### config.mk
export PLATFORM = sky130hd
export DESIGN_NAME = eac_top
export DESIGN_NICKNAME = d
export VERILOG_FILES = /design/src/rtl/eac_pkg.sv /design/src/rtl/eac_top.sv
export SDC_FILE = /design/constraint.sdc
export NUM_CORES = 1
export LEC_CHECK = 0
export ABC_AREA = 1
export BUFFER_PORTS_ARGS = -buffer_cell sky130_fd_sc_hd__buf_2
export CAP_MARGIN = 20
export CORE_ASPECT_RATIO = 0.6
export CORE_UTILIZATION = 57
export DETAILED_ROUTE_END_ITERATION = 8
export PLACE_DENSITY_LB_ADDON = 0.05
export SYNTH_ARGS = -nofsm -noshare
export SYNTH_HDL_FRONTEND = slang
export SYNTH_SLANG_ARGS = --single-unit
### constraint.sdc
create_clock -name ref_clk -period 2.4 [get_ports ref_clk]
set_input_delay 0.12 -clock ref_clk [delete_from_list [all_inputs] [get_ports ref_clk]]
set_output_delay 0.12 -clock ref_clk [all_outputs]
set_load 0.01 [all_outputs]
### src/rtl/eac_pkg.sv
// Constants and types for the EEPROM access control block
package eac_pkg;
    // I/O window and bit-access range
    localparam logic [7:0] IO_TOP       = 8'h3F;
    localparam logic [7:0] BIT_TOP      = 8'h1F;
    localparam logic [7:0] DS_OFFSET    = 8'h20;
    localparam logic [7:0] DS_TOP       = 8'h5F;
    // Register offsets in I/O space
    localparam logic [5:0] OFS_CONTROL  = 6'h1C;
    localparam logic [5:0] OFS_DATA     = 6'h1D;
    localparam logic [5:0] OFS_ADDR_LO  = 6'h1E;
    localparam logic [5:0] OFS_ADDR_HI  = 6'h1F;
    // Control field positions
    localparam int BIT_READ_STROBE      = 0;
    localparam int BIT_PROG_TRIGGER     = 1;
    localparam int BIT_MASTER_ARM       = 2;
    localparam int BIT_READY_IRQ_EN     = 3;
    localparam int BIT_MODE_LO          = 4;
    localparam int BIT_MODE_HI          = 5;
    localparam int BIT_ADDR8            = 0;
    // Programming modes
    localparam logic [1:0] MODE_ATOMIC  = 2'h0;
    localparam logic [1:0] MODE_ERASE   = 2'h1;
    localparam logic [1:0] MODE_WRITE   = 2'h2;
    localparam logic [1:0] MODE_RSVD    = 2'h3;
    // Reset values
    localparam logic [1:0] MODE_RST     = 2'h0;
    localparam logic [7:0] DATA_RST     = 8'h00;
    localparam logic [8:0] ADDR_RST     = 9'h000;
    // Core-clock cycle counts
    localparam logic [2:0] ARM_CYCLES   = 3'h4;
    localparam logic [2:0] STALL_PROG   = 3'h2;
    localparam logic [2:0] STALL_READ   = 3'h4;
    // Programming times in tenths of microseconds, timed on the calibrated oscillator
    localparam int OSC_MHZ              = 8;
    localparam int T_ATOMIC_US_X10      = 34000;
    localparam int T_SPLIT_US_X10       = 18000;
    localparam int TICKS_ATOMIC         = T_ATOMIC_US_X10 * OSC_MHZ / 10;
    localparam int TICKS_SPLIT          = T_SPLIT_US_X10 * OSC_MHZ / 10;
    localparam int TMR_W                = 16;
    localparam logic [TMR_W-1:0] TMR_ONE = 16'h0001;

    typedef enum logic [1:0] {
        EAC_IDLE = 2'b01,
        EAC_PROG = 2'b10
    } eac_state_e_t;

    typedef struct packed {
        eac_state_e_t     st;
        logic [1:0]       mode;
        logic             rie;
        logic             mpe;
        logic [2:0]       arm_cnt;
        logic [8:0]       addr;
        logic [7:0]       data;
        logic [TMR_W-1:0] tmr;
        logic [2:0]       stall_cnt;
        logic             stall;
        logic             irq;
        logic [7:0]       rdata;
        logic             hit;
        logic             mem_rd;
        logic             rd_cap;
        logic             erase;
        logic             write;
        logic [7:0]       wbyte;
    } eac_regs_t;
endpackage

### src/rtl/eac_top.sv
// EEPROM access control: I/O registers, program sequencing and read path
`timescale 1ns/100ps

// Notes on behaviour
// - Registers answer at I/O 0x1C-0x1F and data space 0x20 higher.
// - Bit set/clear on 0x00-0x1F touches only the addressed bit.
// - Byte address is nine bits; high register shows only bit 8.
// - Data register resets to zero; holds program byte or read result.
// - Mode 00 atomic 3.4 ms, 01 erase 1.8 ms, 10 write 1.8 ms.
// - Mode field writes are ignored while programming is busy.
// - Reset returns mode to 00 unless programming is in progress.
// - Level interrupt while ready, enabled locally and globally.
// - Master arm bit self-clears four cycles after being written.
// - Program trigger acts only while master arm is still set.
// - Trigger bit reads busy until the programming time elapses.
// - Starting programming stalls the core for two cycles.
// - Read strobe fetches the byte and stalls the core four cycles.
// - No reads and no address change while programming.
// - Programming time counts calibrated oscillator ticks.
// - Reset during programming does not abort the operation.
module eac_top #(
    parameter int TICKS_ATOMIC = eac_pkg::TICKS_ATOMIC,
    parameter int TICKS_SPLIT  = eac_pkg::TICKS_SPLIT
) (
    input  wire logic       ref_clk,
    input  wire logic       reset,
    input  wire logic [7:0] bus_addr,
    input  wire logic       bus_data_space,
    input  wire logic       bus_wr,
    input  wire logic       bus_rd,
    input  wire logic       bus_bit_op,
    input  wire logic [2:0] bus_bit_idx,
    input  wire logic [7:0] bus_wdata,
    input  wire logic       global_irq_en,
    input  wire logic       osc_tick,
    input  wire logic [7:0] mem_rdata,
    output logic      [7:0] bus_rdata,
    output logic            bus_hit,
    output logic            core_stall,
    output logic            ready_irq,
    output logic            mem_rd,
    output logic      [8:0] mem_addr,
    output logic            mem_erase,
    output logic            mem_write,
    output logic      [7:0] mem_wbyte
);

    ////////////////////////////////////////////////////////////////////
    // Helpers

    // Map either address form onto the six-bit I/O index
    function automatic logic map_io(input logic [7:0] a, input logic ds,
                                    output logic [5:0] idx);
        logic [7:0] t;
        t = ds ? 8'(a - eac_pkg::DS_OFFSET) : a;
        idx = t[5:0];
        if (ds) begin
            return (a >= eac_pkg::DS_OFFSET) && (a <= eac_pkg::DS_TOP);
        end
        return a <= eac_pkg::IO_TOP;
    endfunction

    function automatic logic [7:0] ctrl_view(input eac_pkg::eac_regs_t s);
        logic [7:0] v;
        v = 8'h00;
        v[eac_pkg::BIT_MODE_HI]      = s.mode[1];
        v[eac_pkg::BIT_MODE_LO]      = s.mode[0];
        v[eac_pkg::BIT_READY_IRQ_EN] = s.rie;
        v[eac_pkg::BIT_MASTER_ARM]   = s.mpe;
        v[eac_pkg::BIT_PROG_TRIGGER] = (s.st == eac_pkg::EAC_PROG);
        return v;
    endfunction

    // Masked merge for byte and bit-op writes
    function automatic logic [7:0] merge_bits(input logic [7:0] old, input logic [7:0] val,
                                              input logic [7:0] mask);
        return (old & ~mask) | (val & mask);
    endfunction

    // Only the four access registers answer a read
    function automatic logic reg_window(input logic [5:0] idx);
        return (idx >= eac_pkg::OFS_CONTROL) && (idx <= eac_pkg::OFS_ADDR_HI);
    endfunction

    ////////////////////////////////////////////////////////////////////
    // State

    eac_pkg::eac_regs_t r_q;
    eac_pkg::eac_regs_t r_d;

    logic       io_ok;
    logic [5:0] io_idx;
    logic       do_wr;
    logic [7:0] wmask;
    logic [7:0] wval;
    logic       busy;
    logic       start;
    logic [eac_pkg::TMR_W-1:0] load_ticks;

    always_comb begin
        r_d = r_q;
        // Shared decode
        io_ok = map_io(bus_addr, bus_data_space, io_idx);
        busy  = (r_q.st == eac_pkg::EAC_PROG);
        // single bit
        // Bit ops carry a one-hot mask so other write-one flags stay put
        wmask = bus_bit_op ? (8'h01 << bus_bit_idx) : 8'hFF;
        wval  = bus_wdata;
        do_wr = bus_wr && io_ok &&
                (!bus_bit_op || ({2'b00, io_idx} <= eac_pkg::BIT_TOP));
        start = 1'b0;
        load_ticks = eac_pkg::TMR_W'(TICKS_SPLIT);
        r_d.mem_rd = 1'b0;
        r_d.rd_cap = r_q.mem_rd;

        // Window closes on its own so a late stray trigger does nothing
        // arm timeout
        if (r_q.mpe) begin
            if (r_q.arm_cnt == 3'h0) begin
                r_d.mpe = 1'b0;
            end else begin
                r_d.arm_cnt = r_q.arm_cnt - 3'h1;
            end
        end

        if (r_q.rd_cap) begin
            r_d.data = mem_rdata;
        end

        if (do_wr) begin
            case (io_idx)
                eac_pkg::OFS_CONTROL: begin
                    if (!busy) begin
                        if (wmask[eac_pkg::BIT_MODE_HI]) begin
                            r_d.mode[1] = wval[eac_pkg::BIT_MODE_HI];
                        end
                        if (wmask[eac_pkg::BIT_MODE_LO]) begin
                            r_d.mode[0] = wval[eac_pkg::BIT_MODE_LO];
                        end
                    end
                    if (wmask[eac_pkg::BIT_READY_IRQ_EN]) begin
                        r_d.rie = wval[eac_pkg::BIT_READY_IRQ_EN];
                    end
                    if (wmask[eac_pkg::BIT_PROG_TRIGGER] &&
                        wval[eac_pkg::BIT_PROG_TRIGGER] && r_q.mpe && !busy &&
                        r_q.mode != eac_pkg::MODE_RSVD) begin
                        start = 1'b1;
                    end
                    if (wmask[eac_pkg::BIT_MASTER_ARM]) begin
                        if (wval[eac_pkg::BIT_MASTER_ARM]) begin
                            r_d.mpe     = 1'b1;
                            r_d.arm_cnt = eac_pkg::ARM_CYCLES - 3'h1;
                        end else begin
                            r_d.mpe = 1'b0;
                        end
                    end
                    // A trigger in the same write wins; no read beside programming
                    // read strobe
                    if (wmask[eac_pkg::BIT_READ_STROBE] &&
                        wval[eac_pkg::BIT_READ_STROBE] &&
                        !busy && !start) begin
                        r_d.mem_rd    = 1'b1;
                        r_d.stall_cnt = eac_pkg::STALL_READ;
                    end
                end
                eac_pkg::OFS_DATA: begin
                    r_d.data = merge_bits(r_q.data, wval, wmask);
                end
                eac_pkg::OFS_ADDR_LO: begin
                    if (!busy) begin
                        r_d.addr[7:0] = merge_bits(r_q.addr[7:0], wval, wmask);
                    end
                end
                eac_pkg::OFS_ADDR_HI: begin
                    if (!busy && wmask[eac_pkg::BIT_ADDR8]) begin
                        r_d.addr[8] = wval[eac_pkg::BIT_ADDR8];
                    end
                end
                default: begin
                end
            endcase
        end

        // Erase-only and write-only share the shorter time
        // mode timing
        if (r_q.mode == eac_pkg::MODE_ATOMIC) begin
            load_ticks = eac_pkg::TMR_W'(TICKS_ATOMIC);
        end

        case (r_q.st)
            eac_pkg::EAC_IDLE: begin
                if (start) begin
                    r_d.st        = eac_pkg::EAC_PROG;
                    r_d.tmr       = load_ticks;
                    r_d.mpe       = 1'b0;
                    r_d.wbyte     = r_q.data;
                    r_d.erase     = r_q.mode != eac_pkg::MODE_WRITE;
                    r_d.write     = r_q.mode != eac_pkg::MODE_ERASE;
                    r_d.stall_cnt = eac_pkg::STALL_PROG;
                end
            end
            eac_pkg::EAC_PROG: begin
                // Core clock speed does not change the programming time
                // oscillator timed
                if (osc_tick) begin
                    if (r_q.tmr <= eac_pkg::TMR_ONE) begin
                        r_d.st    = eac_pkg::EAC_IDLE;
                        r_d.erase = 1'b0;
                        r_d.write = 1'b0;
                        r_d.tmr   = '0;
                    end else begin
                        r_d.tmr = r_q.tmr - eac_pkg::TMR_ONE;
                    end
                end
            end
            default: begin
                r_d.st = eac_pkg::EAC_IDLE;
            end
        endcase

        // Stall counter; the loaded value stands as the first stall cycle
        if (r_d.stall_cnt == r_q.stall_cnt && r_q.stall_cnt != 3'h0) begin
            r_d.stall_cnt = r_q.stall_cnt - 3'h1;
        end
        r_d.stall = (r_d.stall_cnt != 3'h0);

        // Register read path, one cycle latency
        r_d.hit   = bus_rd && io_ok && reg_window(io_idx);
        r_d.rdata = 8'h00;
        if (bus_rd && io_ok) begin
            case (io_idx)
                eac_pkg::OFS_CONTROL: r_d.rdata = ctrl_view(r_q);
                eac_pkg::OFS_DATA:    r_d.rdata = r_q.data;
                eac_pkg::OFS_ADDR_LO: r_d.rdata = r_q.addr[7:0];
                eac_pkg::OFS_ADDR_HI: r_d.rdata = {7'h00, r_q.addr[8]};
                default:              r_d.rdata = 8'h00;
            endcase
        end

        // Held while ready; masked here with the core's global enable
        // level interrupt
        r_d.irq = r_d.rie && global_irq_en && (r_d.st == eac_pkg::EAC_IDLE);

        if (reset) begin
            r_d.rie       = 1'b0;
            r_d.mpe       = 1'b0;
            r_d.arm_cnt   = 3'h0;
            r_d.data      = eac_pkg::DATA_RST;
            r_d.stall_cnt = 3'h0;
            r_d.stall     = 1'b0;
            r_d.irq       = 1'b0;
            r_d.rdata     = 8'h00;
            r_d.hit       = 1'b0;
            r_d.mem_rd    = 1'b0;
            r_d.rd_cap    = 1'b0;
            // A running operation keeps state so no cell is left half done
            if (r_q.st != eac_pkg::EAC_PROG) begin
                r_d.st    = eac_pkg::EAC_IDLE;
                r_d.mode  = eac_pkg::MODE_RST;
                r_d.addr  = eac_pkg::ADDR_RST;
                r_d.tmr   = '0;
                r_d.erase = 1'b0;
                r_d.write = 1'b0;
                r_d.wbyte = 8'h00;
            end
        end
    end

    ////////////////////////////////////////////////////////////////////
    // Registers and outputs

    always_ff @(posedge ref_clk) begin
        r_q <= r_d;
    end

    assign bus_rdata  = r_q.rdata;
    assign bus_hit    = r_q.hit;
    assign core_stall = r_q.stall;
    assign ready_irq  = r_q.irq;
    assign mem_rd     = r_q.mem_rd;
    assign mem_addr   = r_q.addr;
    assign mem_erase  = r_q.erase;
    assign mem_write  = r_q.write;
    assign mem_wbyte  = r_q.wbyte;

endmodule

# After elaboration in Yosys (flattened, before gate mapping)
# Index checks and enable logic that the tools add are counted.
[totals]
register_bits = 68
inputBits = 35
elab_cells = 137
[op_classes]
n_addsub = 4
magnitude_cmp = 7
n_eq_ne = 12
shifts = 1
n_mux = 59
bitwise_logic = 9
reduce_logical = 27
[ops]
columns = ["op", "n"]
rows = [
  ["$mux 68", 1],
  ["$mux 8", 7],
  ["$mux 16", 3],
  ["$pmux 16 s2", 1],
  ["$pmux 8 s4", 1],
  ["$and 8x8->8", 3],
  ["$eq 6x5->1 const B", 4],
  ["$mux 24", 1],
  ["$mux 3", 7],
  ["$mux 1", 20],
  ["$mux 10", 2],
  ["$mux 19", 1],
  ["$logic_and 1x1->1", 17],
  ["$le 16x1->1 const B", 1],
  ["$or 8x8->8", 2],
  ["$sub 16x1->16 const B", 1],
  ["$mux 15", 1],
  ["$le 6x5->1 const B", 2],
  ["$mux 2", 6],
  ["$mux 4", 3],
  ["$mux 9", 1],
  ["$ge 8x6->1 const B", 1],
  ["$le 8x6->1 const B", 1],
  ["$le 8x7->1 const B", 1],
  ["other kinds (21)", 31],
]

# Longest topological paths before layout
# Gate-level depths: netlist (run 1).
[depth]
word_depth = 21
ltp_mapped = 15
depth_no_buf = 15

# Worst setup path before layout (run 1)
# Ideal clock, no wire load.
[synth_path]
path_kind = "reg2reg"
startpoint = "reg r_q[66] in the netlist's numbering"
endpoint = "reg r_q (netlist bit core_stall)"
t_arrival_ns = 1.741
required_time_ns = 2.279
setup_slack_ns = 0.537
stages_incl_launch_ff = 13
path_cell_list = "dfxtp_1 > inv_1 > ha_1 > inv_2 > nand3_1 > nor2_4 > nand4_2 > nand3_1 > nand2_2 > nand2_2 > nand2_1 > nand3_1 > nand3_1"
[synth_between]
elab_chain_len = 18
elab_cells_between_ends = 22
[synth_rtl]
columns = ["element", "line_no", "text"]
rows = [
  ["start, declared", "eac_top.sv:88", "eac_pkg::eac_regs_t r_q;"],
  ["start signal, assigned", "eac_top.sv:273", "r_q <= r_d;"],
  ["$eq 2x2->1", "eac_top.sv:104", "busy = (r_q.st == eac_pkg::EAC_PROG);"],
  ["$logic_not 1->1", "eac_top.sv:145, eac_top.sv:161", ""],
  ["$logic_and 1x1->1 (2 in series)", "eac_top.sv:145", "wval[eac_pkg::BIT_PROG_TRIGGER] && r_q.mpe && !busy &&"],
  ["$mux 1", "eac_top.sv:144", "if (wmask[eac_pkg::BIT_PROG_TRIGGER] &&"],
  ["$mux 1", "eac_top.sv:131", "case (io_idx)"],
  ["$mux 1", "eac_top.sv:130", "if (do_wr) begin"],
  ["$logic_not 1->1", "eac_top.sv:161", "!busy && !start) begin"],
  ["$logic_and 1x1->1", "eac_top.sv:161", ""],
  ["$mux 3", "eac_top.sv:159", "if (wmask[eac_pkg::BIT_READ_STROBE] &&"],
  ["$mux 3", "eac_top.sv:131", ""],
  ["$mux 3", "eac_top.sv:130", ""],
  ["$mux 19", "eac_top.sv:192", "if (start) begin"],
  ["$mux 3 (*)", "eac_top.sv:190", "case (r_q.st)"],
  ["$eq 3x3->1", "eac_top.sv:222", "if (r_d.stall_cnt == r_q.stall_cnt && r_q.stall_cnt != 3'h0) begin"],
  ["$logic_and 1x1->1", "eac_top.sv:222", ""],
  ["$mux 3 (*)", "eac_top.sv:222", ""],
  ["$reduce_bool 3->1 (*)", "eac_top.sv:225", "r_d.stall = (r_d.stall_cnt != 3'h0);"],
]
# Mark *: on every way between the ends. The rest lies on a longest branch, timed or not. The select of a mux whose other input is x is not followed.
# A chain may end at the register's enable or synchronous reset.

# Worst setup path in the final report (run 1)
# Ends and elaborated chain as after synthesis.

==> results of run 1 <==
[worst max-delay path, delay by kind of cell (launching register included)]
family | cells | cell delay [ns]
adders and majority gates | 1 | 0.31
and+or+nand+nor | 6 | 0.82
AOI/OAI and AO/OA | 1 | 0.12
DFF | 1 | 0.35
buffers and inverters | 3 | 0.52
[report_power, final]
| group | switching (mW) | internal (mW) | total, mW |
|---|---|---|---|
| Sequential | 0.0230 | 1.16 | 1.18 |
| Combinational | 0.232 | 0.137 | 0.369 |
| Clock | 0.462 | 0.884 | 1.35 |
[final cells by class]
class	count	area, um^2
clock buffers	14	274.0
clock inverters	1	30.03
fillers	603	2191
inverters	97	364.1
multi-input cells	364	1991
flip-flops and latches	68	1361
well taps	87	108.9
repair buffers	73	385.4
[routing by layer]
layer / wire length (um) / global-route usage, % / vias up
li1: - / - / 1938
met1: 5073 / 45.08 / 1797
met2: 4212 / 41.64 / 204
met3: 1185 / 10.76 / 12
met4: 98 / 6.833 / 0
met5: 0 / 0 / -
[per-stage QoR]
step | cells | util [%]
after floorplan | 569 | -
after global placement | 689 | 62.79
after detailed placement | 689 | 62.79
after CTS | 704 | 67.33
after global routing | 704 | 67.33
final | 704 | 67.33
[how the worst min path moves through the flow]
| stage | start | endpoint | slack [ns] | cells past startpoint |
|---|---|---|---|---|
| 3_5_place_dp | global_irq_en | ready_irq | 0.39 | 3 |
| 6_report | global_irq_en | ready_irq | 0.05 | 3 |
| 2_1_floorplan | reset | bus_hit | 0.24 | 1 |
| 3_3_place_gp | global_irq_en | ready_irq | 0.39 | 3 |
| 5_1_grt | global_irq_en | ready_irq | 0.05 | 3 |
| 4_1_cts | global_irq_en | ready_irq | 0.04 | 3 |
[kinds of logic after synthesis]
group / after synthesis
AOI/OAI and AO/OA: 137
xor gates and xnor gates: 8
adders and majority gates: 8
buffers and inverters: 137
DFF: 68
and+or+nand+nor: 211
[cells in the final DEF, fill, tap and decap left out, types with 5 or more instances in the layout]
master,count
inv_1,84
nand2_1,81
dfxtp_1,68
buf_2,65
nor2_1,50
o21ai_0,44
a21oi_1,39
nand3_1,31
nor3_1,16
a211oi_1,15
inv_2,13
o211ai_1,13
nand2_2,11
clkbuf_16,9
ha_1,8
buf_4,8
a31oi_1,7
xor2_1,7
nand3_2,5
o21ai_1,5
==> run metrics, run 1 <==
outcome complete, no violations; post-synthesis compound-gate area fraction 20.21%; count leader, synth inv_1; Num CTS Buffers 9; Placed Area 4210 um^2; Slew Limit Headroom 55.63%; crit-path cells inv_1, ha_1, inv_2, nand3_1, nor2_4, nand4_2, inv_2, o21ai_0, nand2_1, nand3_1, nand3_1; Syn. warnings 0; crit path kind reg2reg; port bufs 65; simple-gate area share of the yosys netlist 25.60%; Adder-Cell Fraction of Synth Area 2.519%; Post-Place Setup Slack 0.2392 ns; worst setup path end core_stall; Syn Area/Cell around 7 um^2; Critical Path End Type flop; setup TNS 0 ns; crit-path max FO 19; post-synthesis cell area 3974 um^2; Starting Density 59.26%; worst hold-check path type in2reg; die height 66.68 um; Critical R2R Launch r_q[66]; 1st-pass router iterations 5; CTS tree built; H-tree depth 3; CP Data Required Time 2.66 ns; share of the synthesized area in the top cell type 34.26%; Synth area leader dfxtp_1; Placer Congestion roughly 0.99; initial antenna violation count 0; Final WS setup approximately 0.21 ns; Netlist cell types 36; Critical Path AT 2.45 ns; register-to-register setup slack around 0.21 ns; final net count 656; largest net degree at the start of global routing 28; Seq cells post-synth 68; Top Ports 66; Finished Cell Area 4514 um^2; clk_lat worst skew 0.33 ns; Hold Slack 0.04718 ns; total core area 6705 um^2; Vias 3951; critical path launch point type flop; Worst R2R Path Depth 11; Synth Net Count 612; CTS Root Cell clkbuf_16; grt total ovfl 0; diode count 0; DRT Wirelength 10570 um; Slew Viols, Final 0; Mapped Cells about 570; total power 2.898 mW; main combinational cell family by area after synthesis simple AND/OR/NAND/NOR gates; final setup violation count 0; WL/cell 15.01 um; Clk pin slew, worst setup/hold paths 0.06 ns; Slowest-stage cell, CP dfxtp_1; fin crit share 91.11%; Seq/Total Area, Yosys 34.26%; Power per Cell Area 642.0 nW/um^2; top post-synthesis cells by area dfxtp_1, inv_1, nand2_1; vias in the first global route 3342; chip width roughly 110 um; Max Buffers Root-to-Sink 2; placement row count 23; RSZ-0062 raised after global routing false; FMAX 0.4573 GHz; Tot GR Track Use between 30 and 40%; Final HPWL DP around 8200 um; # hold bufs at CTS 0; Lkg Pwr 2.143 nW; # Max-Cap Violations 0; Post-synth ARST share 0%; mux cell area share after synthesis 0%; delay of the slowest critical-path stage 0.35 ns; xor-xnor portion of the synthesized cell area 1.763%; post-CTS sizing 0; EDFF count, synth 0; initial drt markers 356; die area 7321 um^2; Post-synth top flop dfxtp_1; setup bufs post-CTS 0; Worst Tran Pin Value 0.6599 ns; Residual DRC 0; Max VDD drop roughly 0.61 mV; P&R area growth vs syn 13.60%; Worst Setup SP r_q[66]; Setup Skew around 0.007 ns; most frequent cells after synthesis inv_1, nand2_1, dfxtp_1; Clock Sink Count 68; CP most frequent cell nand3_1; proportion of layout cells with a drive suffix above 1 20.75%; Final Hold Fails 0; min Tclk post-route 2.187 ns; R2R Path End core_stall; Vias/cell 5.612; first-pass GRT wire length approximately 17000 um; antenna viol nets, final 0
Note: power is estimated with default switching activity, not from simulation.
==> run 2, diff against run 1 <==
--- a/config.mk
+++ b/config.mk
@@ -10,6 +10,7 @@
 export CAP_MARGIN = 20
 export CORE_ASPECT_RATIO = 0.6
 export CORE_UTILIZATION = 57
+export CTS_BUF_LIST = sky130_fd_sc_hd__clkbuf_16
 export DETAILED_ROUTE_END_ITERATION = 8
 export PLACE_DENSITY_LB_ADDON = 0.05
 export SYNTH_ARGS = -nofsm -noshare
==> run metrics, run 2 (synthesized netlist as in run 1, its figures left out) <==
register-to-register setup slack between 0.2 and 0.25 ns; # hold bufs at CTS 0; worst hold-check path type in2reg; Comb power frac 13.2%; Slew Limit Headroom 58.73%; Clock Sink Count 68; largest net degree at the start of global routing 28; most frequent cells in the layout inv_1, nand2_1, dfxtp_1; vias in the first global route 3349; diode count 0; DRT Wirelength ~11000 um; setup TNS 0 ns; Sw Ratio 25.55%; Finished Cell Area 4484 um^2; CP Data Required Time 2.66 ns; Top Ports 66; non-filler instance count after layout 704; initial drt markers roughly 320; initial antenna violation count 0; CP most frequent cell nand3_1; CTS Root Cell clkbuf_16; die height about 67 um; post-CTS sizing 0; fin crit share 91.13%; setup bufs post-CTS 0; Power Internal around 2.1 mW; Setup Skew 0.007497 ns; utilization after layout around two thirds; Worst Tran Pin Value 0.6138 ns; dpl cells 689; placement row count 23; Lkg Pwr 2.134 nW; critical path launch point type flop; Vias 3951; Vias/cell 5.612; P&R area growth vs syn 12.85%; R2R Path End core_stall; Starting Density approximately three fifths; first-pass GRT wire length 16720 um; Final HPWL DP 8163 um; grt total ovfl 0; Sequential Power Share 42.4%; final setup violation count 0; total power 2.788 mW; clk_lat worst skew between 0.3 and 0.4 ns; final net count 656; CTS tree built; Max Buffers Root-to-Sink 2; Post-Place Setup Slack 0.2392 ns; min Tclk post-route approximately 2.2 ns; Critical R2R Launch r_q[66]; Slowest-stage cell, CP dfxtp_1; FMAX 0.4572 GHz; power share of the clock group 44.4%; Worst R2R Path Depth 11; Hold Slack 0.04929 ns; switching power 0.7124 mW; chip width 109.8 um; total core area 6705 um^2; outcome complete, no violations; worst hold path depth 3; delay of the slowest critical-path stage 0.35 ns; Critical Path AT 2.45 ns; Slew Viols, Final 0; crit-path cells inv_1, ha_1, inv_2, nand3_1, nor2_4, nand4_2, inv_2, o21ai_0, nand2_1, nand3_1, nand3_1; Final Hold Fails 0; port bufs 65; RSZ-0062 raised after global routing false; crit-path max FO 19; Placer Congestion around 0.99; Tot GR Track Use 30.67%; Final WS setup 0.2130 ns; Num CTS Buffers 9; Placed Area around 4200 um^2; H-tree depth 3; HP Start global_irq_en; WL/cell 14.97 um; antenna viol nets, final 0; proportion of layout cells with a drive suffix above 1 between 20% and 30%; Critical Path End Type flop; 1st-pass router iterations 5; Power per Cell Area roughly 620 nW/um^2; die area 7321 um^2; Hold Path Sink ready_irq; Clk pin slew, worst setup/hold paths ~0.060 ns; crit path kind reg2reg; Max VDD drop ~0.56 mV; commonest non-fill, non-tap cell in the layout inv_1; Residual DRC 0; # Max-Cap Violations 0
==> run 2: area by class of cell <==
type                            instances  area [um^2]
Clock buffer                            9        225.2
Clock inverter                          6        48.80
Fill cell                             606         2221
Inverter                               97        364.1
Multi-Input combinational cell        364         1991
Sequential cell                        68         1361
Tap cell                               87        108.9
Timing Repair Buffer                   73        385.4
==> run 2: routing by layer <==
metal,global-route usage [%],vias to the layer above,share of wire (%)
met5,0,-,0
met4,6.833,0,0.77
met3,10.76,8,13
met2,41.80,227,40
met1,45.14,1777,47
li1,-,1939,-
==> run 2: worst max-delay path, delay by kind of cell (launching register included) <==
family / cells / cell delay (ns)
simple gates: 6 / 0.82
buf+inv: 3 / 0.51
flops: 1 / 0.35
fa+ha+maj: 1 / 0.31
compound gates: 1 / 0.13
==> run 2: power by group through the flow <==
stage / clock (mW) / sequential, mW / combinational, mW
after floorplan: 0 / 1.20 / 0.252
after global placement: 0 / 1.21 / 0.351
after detailed placement: 0 / 1.21 / 0.362
after CTS: 1.26 / 1.18 / 0.363
after global routing: 1.31 / 1.19 / 0.410
final: 1.24 / 1.18 / 0.368
==> run 2: how the worst max path moves through the flow <==
stage	start	to	slack, ns	cells past startpoint
6_report	r_q[66]	core_stall	0.21	11
5_1_grt	r_q[66]	core_stall	0.04	11
4_1_cts	r_q[66]	core_stall	0.21	11
3_5_place_dp	r_q[66]	core_stall	0.24	11
3_3_place_gp	r_q[66]	core_stall	0.37	11
2_1_floorplan	r_q[66]	core_stall	0.54	12
